[config.mk]
export PLATFORM = sky130hd
export DESIGN_NAME = sic_scanner_inputs
export DESIGN_NICKNAME = d
export VERILOG_FILES = /design/src/hw/sic_pkg.sv /design/src/hw/sic_filt_if.sv /design/src/hw/sic_debounce.sv /design/src/hw/sic_scanner_inputs.sv
export VERILOG_INCLUDE_DIRS = /design/src /design/src/hw
export SDC_FILE = /design/constraint.sdc
export NUM_CORES = 1
export LEC_CHECK = 0
export ABC_AREA = 1
export BUFFER_PORTS_ARGS = -buffer_cell sky130_fd_sc_hd__buf_2
export CORE_ASPECT_RATIO = 0.9
export CORE_MARGIN = 2
export CORE_UTILIZATION = 26
export DETAILED_ROUTE_END_ITERATION = 16
export HOLD_SLACK_MARGIN = 0.05
export PLACE_DENSITY = 0.48
export REMOVE_ABC_BUFFERS = 1
export SYNTH_ARGS = -nofsm -noshare
export SYNTH_HDL_FRONTEND = slang
export SYNTH_HIERARCHICAL = 1
export SYNTH_SLANG_ARGS = --single-unit
[constraint.sdc]
create_clock -name clock -period 2.3 [get_ports clock]
set_input_delay 0.46 -clock clock [delete_from_list [all_inputs] [get_ports clock]]
set_output_delay 0.46 -clock clock [all_outputs]
set_load 0.01 [all_outputs]
[src/hw/sic_defines.svh]
// Constants of the scanner input conditioning block
`ifndef SIC_DEFINES_SVH
`define SIC_DEFINES_SVH

`define SIC_CLK_FREQ_HZ      125000000
`define SIC_DEB_LONG_US      5000
`define SIC_DEB_SHORT_US     500
`define SIC_DEB_LONG_CYC     ((`SIC_CLK_FREQ_HZ / 1000000) * `SIC_DEB_LONG_US)
`define SIC_DEB_SHORT_CYC    ((`SIC_CLK_FREQ_HZ / 1000000) * `SIC_DEB_SHORT_US)
`define SIC_CNT_W            20
`define SIC_ENC_MAX_HZ       2000
`define SIC_SPEED_WIN_MS     100
`define SIC_SPEED_WIN_CYC    ((`SIC_CLK_FREQ_HZ / 1000) * `SIC_SPEED_WIN_MS)
`define SIC_SPEED_W          16

`define SIC_ADDR_CTRL        4'h0
`define SIC_ADDR_STATUS      4'h1
`define SIC_ADDR_IRQ_STAT    4'h2
`define SIC_ADDR_IRQ_MASK    4'h3
`define SIC_ADDR_SPEED       4'h4
`define SIC_ADDR_ENC_COUNT   4'h5

`define SIC_CTRL_POL_LSB     0
`define SIC_CTRL_DEB_TRG     4
`define SIC_CTRL_DEB_ENC     5
`define SIC_CTRL_STOP3_EN    6
`define SIC_CTRL_STOP4_EN    7
`define SIC_CTRL_ONLINE      8
`define SIC_CTRL_RESET       32'h0000_0110

`define SIC_IRQ_TRIG_ON      0
`define SIC_IRQ_TRIG_OFF     1
`define SIC_IRQ_ENC_PULSE    2
`define SIC_IRQ_STOP         3
`define SIC_IRQ_W            4

`endif

[src/hw/sic_pkg.sv]
// Types of the scanner input conditioning block
package sic_pkg;
  typedef enum logic [1:0] {
    SIC_IDLE,
    SIC_SCAN
  } sic_phase_e;
  typedef logic [31:0] sic_word_t;
endpackage : sic_pkg

[src/hw/sic_filt_if.sv]
// Carrier between the main block and one debounce filter
interface sic_filt_if;
  logic raw;
  logic long_sel;
  logic level;
  logic rise;
  logic fall;
  modport filt (input raw, input long_sel, output level, output rise, output fall);
  modport user (output raw, output long_sel, input level, input rise, input fall);
endinterface : sic_filt_if

[src/hw/sic_debounce.sv]
// Debounce filter for one input with a selectable delay
`include "sic_defines.svh"
module sic_debounce (
  input  wire logic  clock,
  input  wire logic  reset,
  sic_filt_if.filt   fi
);
  logic [`SIC_CNT_W-1:0] cnt_q, cnt_d, lim;
  logic                  lvl_q, lvl_d;
  logic                  rise_q, rise_d, fall_q, fall_d;

  always_comb
  begin
    lim    = fi.long_sel ? `SIC_CNT_W'(`SIC_DEB_LONG_CYC - 1) : `SIC_CNT_W'(`SIC_DEB_SHORT_CYC - 1);
    cnt_d  = '0;
    lvl_d  = lvl_q;
    rise_d = 1'b0;
    fall_d = 1'b0;
    if (fi.raw != lvl_q)
    begin
      // New level accepted only after a full stable delay
      if (cnt_q >= lim)
      begin
        lvl_d  = fi.raw;
        rise_d = fi.raw;
        fall_d = !fi.raw;
      end
      else
        cnt_d = cnt_q + 1'b1;
    end
  end

  always_ff @(posedge clock)
    if (reset)
    begin
      cnt_q  <= '0;
      lvl_q  <= 1'b0;
      rise_q <= 1'b0;
      fall_q <= 1'b0;
    end
    else
    begin
      cnt_q  <= cnt_d;
      lvl_q  <= lvl_d;
      rise_q <= rise_d;
      fall_q <= fall_d;
    end

  assign fi.level = lvl_q;
  assign fi.rise  = rise_q;
  assign fi.fall  = fall_q;
endmodule : sic_debounce

[src/hw/sic_scanner_inputs.sv]
// Scanner input conditioning top: four filtered inputs, Avalon-MM registers
//
// Function
// - Every input is debounced with a selectable 5 ms or 500 us delay.
// - Trigger and both generic inputs share one delay; encoder has its own.
// - Each input's active state is chosen: active open or active closed.
// - Encoder pulses up to 2 kHz are to be handled, faster encoders not allowed; the 500 us delay passes levels only up to 1 kHz.
// - In on-line mode an active trigger commands a code scan.
// - Phase indicator shows raw current on trigger, ignoring polarity.
// - A generic input, when enabled, ends the reading phase on activation.
// - Debounced encoder pulses give conveyor speed to the reading logic.
//
// The address map and the Avalon-MM register port were chosen for this implementation.
`include "sic_defines.svh"
module sic_scanner_inputs (
  input  wire logic         clock,
  input  wire logic         reset,
  input  wire logic         trigger_input,
  input  wire logic         encoder_input,
  input  wire logic         generic_input_three,
  input  wire logic         generic_input_four,
  input  wire logic [3:0]   avs_address,
  input  wire logic         avs_read,
  input  wire logic         avs_write,
  input  wire logic [31:0]  avs_writedata,
  input  wire logic [3:0]   avs_byteenable,
  output logic [31:0]       avs_readdata,
  output logic              avs_waitrequest,
  output logic              scan_request,
  output logic              phase_stop,
  output logic              encoder_pulse,
  output logic [15:0]       conveyor_speed,
  output logic              phase_indicator,
  output logic              irq
);
  // Raw inputs are high while current flows through the optocoupler
  logic [3:0]  raw;
  logic [3:0]  logical;
  logic [3:0]  act_rise;
  logic [3:0]  act_fall;

  sic_pkg::sic_word_t ctrl_q, ctrl_d;
  logic [`SIC_IRQ_W-1:0] ists_q, ists_d, imask_q, imask_d;
  logic [31:0] rdata_q, rdata_d;
  logic        ack_q, ack_d;
  logic [`SIC_SPEED_W-1:0] win_pulses_q, win_pulses_d, speed_q, speed_d;
  logic [23:0] win_cnt_q, win_cnt_d;
  logic [31:0] enc_count_q, enc_count_d;
  sic_pkg::sic_phase_e phase_q, phase_d;
  logic        scan_req_q, scan_req_d, stop_q, stop_d, encp_q, encp_d;
  logic [`SIC_IRQ_W-1:0] ev;
  logic [31:0] wmask;

  assign raw = {generic_input_four, generic_input_three, encoder_input, trigger_input};

  genvar gi;
  generate
    for (gi = 0; gi < 4; gi++)
    begin : g_filt
      sic_filt_if fif ();
      logic pol;
      assign pol          = ctrl_q[`SIC_CTRL_POL_LSB + gi];
      assign fif.raw      = raw[gi];
      // Encoder uses its own delay bit, the others share one
      assign fif.long_sel = (gi == 1) ? ctrl_q[`SIC_CTRL_DEB_ENC]
                                      : ctrl_q[`SIC_CTRL_DEB_TRG];
      // pol = 1 means active open: logical state is inverted current
      assign logical[gi]  = fif.level ^ pol;
      assign act_rise[gi] = pol ? fif.fall : fif.rise;
      assign act_fall[gi] = pol ? fif.rise : fif.fall;
      sic_debounce u_deb (
        .clock (clock),
        .reset (reset),
        .fi    (fif.filt)
      );
    end
  endgenerate

  // Indicator follows the raw current flow, not the logical state
  assign phase_indicator = raw[0];

  // Reading phase control
  always_comb
  begin
    phase_d    = phase_q;
    scan_req_d = 1'b0;
    stop_d     = 1'b0;
    if (phase_q == sic_pkg::SIC_IDLE)
    begin
      if (ctrl_q[`SIC_CTRL_ONLINE] && act_rise[0])
      begin
        phase_d    = sic_pkg::SIC_SCAN;
        scan_req_d = 1'b1;
      end
    end
    else if ((ctrl_q[`SIC_CTRL_STOP3_EN] && act_rise[2]) ||
             (ctrl_q[`SIC_CTRL_STOP4_EN] && act_rise[3]))
    begin
      phase_d = sic_pkg::SIC_IDLE;
      stop_d  = 1'b1;
    end
    else if (act_fall[0] && !ctrl_q[`SIC_CTRL_STOP3_EN] && !ctrl_q[`SIC_CTRL_STOP4_EN])
      phase_d = sic_pkg::SIC_IDLE;
  end

  always_ff @(posedge clock)
    if (reset)
    begin
      phase_q    <= sic_pkg::SIC_IDLE;
      scan_req_q <= 1'b0;
      stop_q     <= 1'b0;
    end
    else
    begin
      phase_q    <= phase_d;
      scan_req_q <= scan_req_d;
      stop_q     <= stop_d;
    end

  assign scan_request = scan_req_q;
  assign phase_stop   = stop_q;

  // Conveyor speed: debounced encoder pulses per fixed window
  always_comb
  begin
    // One pulse per accepted encoder edge into the active state; with the 500 us delay only rates up to 1 kHz get through
    encp_d       = act_rise[1];
    enc_count_d  = enc_count_q + {31'h0, act_rise[1]};
    win_cnt_d    = win_cnt_q + 24'h1;
    win_pulses_d = win_pulses_q + {15'h0, act_rise[1]};
    speed_d      = speed_q;
    if (win_cnt_q == 24'(`SIC_SPEED_WIN_CYC - 1))
    begin
      win_cnt_d    = '0;
      speed_d      = win_pulses_d;
      win_pulses_d = '0;
    end
  end

  always_ff @(posedge clock)
    if (reset)
    begin
      encp_q       <= 1'b0;
      enc_count_q  <= '0;
      win_cnt_q    <= '0;
      win_pulses_q <= '0;
      speed_q      <= '0;
    end
    else
    begin
      encp_q       <= encp_d;
      enc_count_q  <= enc_count_d;
      win_cnt_q    <= win_cnt_d;
      win_pulses_q <= win_pulses_d;
      speed_q      <= speed_d;
    end

  assign encoder_pulse  = encp_q;
  assign conveyor_speed = speed_q;

  // Avalon-MM slave: one wait cycle, answer on the second edge
  assign ev = {stop_q, encp_q, act_fall[0], act_rise[0]};
  assign wmask = {{8{avs_byteenable[3]}}, {8{avs_byteenable[2]}},
                  {8{avs_byteenable[1]}}, {8{avs_byteenable[0]}}};
  assign avs_waitrequest = (avs_read || avs_write) && !ack_q;

  always_comb
  begin
    ack_d   = (avs_read || avs_write) && !ack_q;
    ctrl_d  = ctrl_q;
    imask_d = imask_q;
    rdata_d = rdata_q;
    // Set wins over a simultaneous write-one clear
    ists_d  = ists_q;
    if (avs_write && ack_q)
    begin
      unique case (avs_address)
        `SIC_ADDR_CTRL:     ctrl_d  = (ctrl_q & ~wmask) | (avs_writedata & wmask);
        `SIC_ADDR_IRQ_STAT: ists_d  = ists_q & ~(avs_writedata[`SIC_IRQ_W-1:0] & wmask[3:0]);
        `SIC_ADDR_IRQ_MASK: imask_d = avs_writedata[`SIC_IRQ_W-1:0];
        default:            ;
      endcase
    end
    ists_d = ists_d | ev;
    if (avs_read && !ack_q)
    begin
      unique case (avs_address)
        `SIC_ADDR_CTRL:      rdata_d = ctrl_q;
        `SIC_ADDR_STATUS:    rdata_d = {23'h0, phase_q == sic_pkg::SIC_SCAN,
                                        raw, logical};
        `SIC_ADDR_IRQ_STAT:  rdata_d = {28'h0, ists_q};
        `SIC_ADDR_IRQ_MASK:  rdata_d = {28'h0, imask_q};
        `SIC_ADDR_SPEED:     rdata_d = {16'h0, speed_q};
        `SIC_ADDR_ENC_COUNT: rdata_d = enc_count_q;
        default:             rdata_d = 32'h0000_0000;
      endcase
    end
  end

  always_ff @(posedge clock)
    if (reset)
    begin
      ack_q   <= 1'b0;
      ctrl_q  <= `SIC_CTRL_RESET;
      ists_q  <= '0;
      imask_q <= '0;
      rdata_q <= '0;
    end
    else
    begin
      ack_q   <= ack_d;
      ctrl_q  <= ctrl_d;
      ists_q  <= ists_d;
      imask_q <= imask_d;
      rdata_q <= rdata_d;
    end

  assign avs_readdata = rdata_q;
  assign irq          = |(ists_q & imask_q);

  // Cycles for which the raw trigger has differed from its accepted level
  logic [`SIC_CNT_W-1:0] trg_held_q, trg_held_d;
  always_comb
  begin
    trg_held_d = '0;
    if (raw[0] != g_filt[0].fif.level)
      trg_held_d = trg_held_q + 1'b1;
  end
  always_ff @(posedge clock)
    if (reset)
      trg_held_q <= '0;
    else
      trg_held_q <= trg_held_d;
endmodule : sic_scanner_inputs

* Word-level counts from Yosys, hierarchy flattened *
Index checks and enable logic that the tools add are counted.

cells by class
  add/sub/neg operators = 7
  $lt $le $gt $ge = 4
  eq/ne operators = 12
  mux-type cells = 16
  bitwise logic cells = 22
  reductions and logical operators = 39

operators with widths
  kind                                                  number
  one-hot mux 32 bit (6 select lines)                   1
  adder 20 x 1 -> 20 bit (second input constant)        4
  greater-or-equal comparator 20 bit                    4
  AND 32 bit                                            2
  2-to-1 mux 20 bit                                     2
  adder 32 x 1 -> 32 bit                                1
  NOT 32 bit                                            1
  bitwise OR 32 bit                                     1
  adder 24 x 1 -> 24 bit (second input constant)        1
  equality test 24 bit (second input constant)          1
  OR reduction 3 bit                                    8
  adder 16 x 1 -> 16 bit                                1
  AND reduction 2 bit                                   7
  AND 4 bit                                             3
  NOT 1 bit                                             9
  equality test 4 x 2 -> 1 bit (second input constant)  2
  equality test 4 x 3 -> 1 bit (second input constant)  2
  logical AND 1 bit                                     8
  2-to-1 mux 2 bit                                      4
  2-to-1 mux 4 bit                                      2
  zero test 1 bit                                       7
  2-to-1 mux 1 bit                                      7
  OR reduction 2 bit                                    3
  equality test 4 x 1 -> 1 bit (second input constant)  1
  other kinds (11)                                      18

storage, ports and cells
  register bits after elaboration = 258
  bits of input ports = 48
  output and inout bits = 54
  word-level logic and storage cells = 129

* Logic depth before layout (Yosys ltp) *
  depth in word-level cells = 6
  gate-level depth with buffers = 12
  mapped depth without buffers = 12

* Hierarchy *
Netlist, hierarchy kept.

by module, submodules not included
  module              instances  cells each  area an instance (µm²)  sequential area each (µm²)
  sic_scanner_inputs  1          1,133       7,711.1                 3,303.2
  sic_debounce        4          204         1,461.4                 460.4

* Least setup slack after synthesis *
No wires, ideal clock.

  kind = register to register
  start point = register (tool-made name)
  end point = register g_filt[0].u_deb.cnt_q[13]
  library setup time = 0.115 ns
  data arrival time = 1.787 ns
  data required time = 2.185 ns
  path slack = 0.398 ns
  stages on the path, launching flop included = 11
  path buffers = 1
  period minus slack after synthesis = 1.902 ns
  cell sequence = dfxtp_1 -> inv_1 -> ha_1 -> nand2_1 -> inv_1 -> nand2_1 -> nor2_1 -> nand3_1 -> nand4_1 -> buf_6 -> nor2_1

RTL lines
  what                  RTL line            source
  end signal, assigned  sic_debounce.sv:43  cnt_q <= cnt_d;
  end, declared         sic_debounce.sv:8   logic [`SIC_CNT_W-1:0] cnt_q, cnt_d, lim;

==> results <==
- The buffering stage count on the worst path with inverters included is 3.
- The most common cell after layout, fill and taps aside is sky130_fd_sc_hd__nand2_1.
- The total congestion overflow after global routing is 0.
- The total negative setup slack is 0 ps.
- The area growth from synthesis to layout is 16.5%.
- At the end of the flow, the number of nets in the layout was 2144.
- STA classifies the critical path startpoint as a register.
- The critical path class is reg2reg.
- The post-detailed-route wirelength per cell is ~14 um.
- STA puts the critical path data required time at between 2000 and 3000 ps.
- The run finished with clean final reports.
- The clock-pin slew on the worst setup and hold paths is 60 ps.
- The routed design could run at a clock period as short as ~2000 ps.
- Entering global routing, the biggest net connects 49 pins.
- The buffer levels on the longest clock path is 3.
- The count of unresolved DRC violations after routing is 0.
- At the pin with the least slew margin, the transition time is around 560 ps.
- The insertion delay of the later-clocked pin in the worst-skew pair is 580 ps.
- In this run the power density over the cells is 621 nW/um2.
- The largest stage delay on the critical path is approximately 470 ps.
- The share of total power dissipated in combinational logic is roughly 3.5%.
- Yosys printed 6 warnings.
- The clock tree from TritonCTS is yes.
- The number of antenna violations at the first check in global routing is 3.
- The hold violation count in the final report was 0.
- In the synthesized netlist the dominant register cell turns out to be sky130_fd_sc_hd__dfxtp_1.
- Setup slack closes at between 200 and 300 ps.
- The post-synthesis area per instance is between 6 and 7 um2.
- The register bit total from synthesis is 257.
- In this run the vertical extent of the chip is ~220 um.
- Counting flops with a built-in enable in the synthesized netlist gives 0.
- The initial standard-cell utilization of the core is 26.3%.
- The data arrival time at the worst-slack endpoint is roughly 2500 ps.
- In this run, flip-flops and latches consume 45.7% of the power.
- The area of the die is about 54000 um2.
- The share of synthesized flip-flops with an asynchronous set or reset is 0%.
- The via-per-instance ratio is between 4 and 5.
- The library cells used most frequently in the layout, excluding fill and tap cells, are sky130_fd_sc_hd__nand2_1, sky130_fd_sc_hd__nor2_1, sky130_fd_sc_hd__dfxtp_1, sky130_fd_sc_hd__inv_1, sky130_fd_sc_hd__nand3_1.
- The sort of element at the end of the critical path is a register.
- The clock drives roughly 260 sinks.
- Buffers inserted during clock tree synthesis total 31.
- The relative max-transition margin is a little over three fifths.
- The overall routing resource usage is roughly 14%.
- The first global-routing pass estimated about 63000 um of wire.
- The count of input and output buffers is between 100 and 150.
- Setup violations remaining at the end of the flow were counted as 0.
- Detailed placement ended at an HPWL of roughly 30000 um.
- On the critical path the largest part of the delay comes from simple AND/OR/NAND/NOR gates.
- Setup repair after global routing left no endpoint under its margin.
- The achievable frequency is around 490 MHz.
- The critical path goes through inv_1, ha_1, nand2_1, inv_1, nand2_1, nor2_1, nand3_1, nand4_1, buf_4, nor2_1.
- The final number of max-transition violations is 0.
- The internal portion of the total power is 7.48 mW.
- The number of iterations in the first detailed-routing pass is 8.
- The maximum vdd ir drop is ~0.00066 V.
- The pre-CTS setup slack is about 220 ps.
- The number of placed instances, taps included is roughly 2700.
- The path class of the lowest-slack min-delay path is in2reg.
- The via count of the first global-routing pass was 11900.
- The cell area after technology mapping is 13600 um2.
- Summing over every cut layer, the via total after detailed routing is 12600.
- The sum of routed wire length over all layers is approximately 39000 um.
- After clock tree synthesis, the flow added hold-fix buffers numbering 0.
- The finished layout holds ~2800 standard cells, fillers aside.
- The post-route clock skew is around 15 ps.
- The distinct cell type count of the synthesized netlist is 36.
- Along the worst path, the maximum fanout reaches 20.
- The filler cells instantiated in the layout total 5652.
- Once detail routing completed, the nets flagged for antenna violations numbered 0.
- The die extent in x is between 200 and 250 um.
- The violation count after the first detailed-route iteration is roughly 860.
- After layout, the worst path uses between 80% and 90% of the clock period.
- The leakage power summed over all cells is roughly 5.8 nW.
- Summing the sequential cell areas from Yosys gives between 30 and 40% of the chip area.
- The number of H-tree levels is 1.
- In this run the count of I/O pins placed on the die edge is between 100 and 150.
- The root buffer cell is sky130_fd_sc_hd__clkbuf_16.
- The repair_antennas step left the layout with diodes totalling 0.
- The number of standard-cell rows in the floorplan is between 70 and 80.
- The switching share of power is a little under a quarter.
- The region available for standard cell placement spans approximately 52000 um2.
- In the final layout, the share of cells above drive strength 1 is a little over an eighth.
- The congestion estimate from routability-driven global placement came to about 0.86.
- Max-cap violations in this run came to 0.
- Post-CTS timing repair inserted 0 buffers for setup.
- The slack of the worst reg-to-reg path is about 260 ps.
- Synthesis produced 1949 cells.
- The clock network is responsible for a little over 50% of the overall power.
- The net switching power figure is 2.33 mW.
- The critical-path cell with the highest stage delay is sky130_fd_sc_hd__dfxtp_1.
## synth_stat cells, types with 18 or more instances
| master | count | area (um2) |
|---|---|---|
| sky130_fd_sc_hd__a21oi_2 | 32 | 280 |
| sky130_fd_sc_hd__nand4_1 | 50 | 313 |
| sky130_fd_sc_hd__nand3_1 | 149 | 746 |
| sky130_fd_sc_hd__dfxtp_1 | 257 | 5140 |
| sky130_fd_sc_hd__clkbuf_1 | 22 | 82.6 |
| sky130_fd_sc_hd__inv_1 | 200 | 751 |
| sky130_fd_sc_hd__ha_1 | 49 | 613 |
| sky130_fd_sc_hd__xnor2_1 | 18 | 158 |
| sky130_fd_sc_hd__nand2_1 | 447 | 1680 |
| sky130_fd_sc_hd__a21oi_1 | 113 | 566 |
| sky130_fd_sc_hd__xor2_1 | 53 | 464 |
| sky130_fd_sc_hd__nand2_2 | 19 | 119 |
| sky130_fd_sc_hd__nor3_1 | 18 | 90.1 |
| sky130_fd_sc_hd__o21ai_0 | 75 | 375 |
| sky130_fd_sc_hd__buf_2 | 19 | 95.1 |
| sky130_fd_sc_hd__nor2_1 | 310 | 1160 |
## metrics by stage
| stage | hold WS, ps | utilization (%) | instance area (um2) | power (mW) |
|---|---|---|---|---|
| final | 118 | 30.6 | 15800 | 9.81 |
| after floorplan | 417 | - | 13200 | 4.72 |
| after CTS | 88.8 | 30.6 | 15800 | 9.97 |
| after global routing | 125 | 30.6 | 15800 | 10.2 |
| after global placement | 425 | 28.6 | 14800 | 4.93 |
| after detailed placement | 437 | 28.6 | 14800 | 4.93 |
## final cells by class
type / instances / area (um2) / share of cell area (%)
multi-input combinational: 1418 / 7240 / 45.9
tap: 688 / 861 / 5.45
clock buffer: 38 / 832 / 5.27
timing repair buffer: 125 / 711 / 4.50
clock inverter: 19 / 198 / 1.25
inverter: 214 / 803 / 5.09
sequential: 257 / 5150 / 32.6
## path summary, 6_finish.rpt
kind / endpoint / cells past startpoint / from
min reg2reg: g_filt[3].u_deb/cnt_q[0]$_SDFF_PP0_ / 1 / g_filt[3].u_deb/cnt_q[0]$_SDFF_PP0_
min: g_filt[3].u_deb/fi.fall$_SDFF_PP0_ / 2 / generic_input_four
max: g_filt[1].u_deb/cnt_q[13]$_SDFF_PP0_ / 10 / register
max reg2reg: g_filt[1].u_deb/cnt_q[13]$_SDFF_PP0_ / 10 / register
## layer usage
| metal | vias up | wire length (um) | track usage (%) | share of wire (%) |
|---|---|---|---|---|
| met5 | - | 32 | 0 | 0.082 |
| met4 | 6 | 952 | 3.60 | 2.4 |
| met3 | 60 | 2020 | 2.77 | 5.1 |
| met2 | 260 | 16400 | 22.3 | 42 |
| met1 | 5736 | 19800 | 20.6 | 51 |
| li1 | 6489 | - | - | - |
## repair_timing
action | 4_1_cts | 5_1_grt
gates resized for setup | 0 | 2
setup endpoints to repair | 0 | 11
endpoints found under the hold margin | 0 | 0
## power groups by stage
| stage | Clock, mW | Combinational (mW) | Sequential (mW) |
|---|---|---|---|
| final | 4.98 | 0.346 | 4.48 |
| after global routing | 5.30 | 0.385 | 4.48 |
| after CTS | 5.14 | 0.353 | 4.48 |
| after detailed placement | 0 | 0.351 | 4.58 |
| after global placement | 0 | 0.350 | 4.58 |
| after floorplan | 0 | 0.147 | 4.58 |
## cell families after synthesis
logic type / after synthesis / synth area share, %
buffers and inverters: 274 / 8.68
and+or+nand+nor: 1044 / 33.7
DFF: 257 / 38.0
AOI/OAI and AO/OA: 254 / 10.6
adders and majority gates: 49 / 4.52
xor gates and xnor gates: 71 / 4.59
Power figures use the tool's default switching activity.
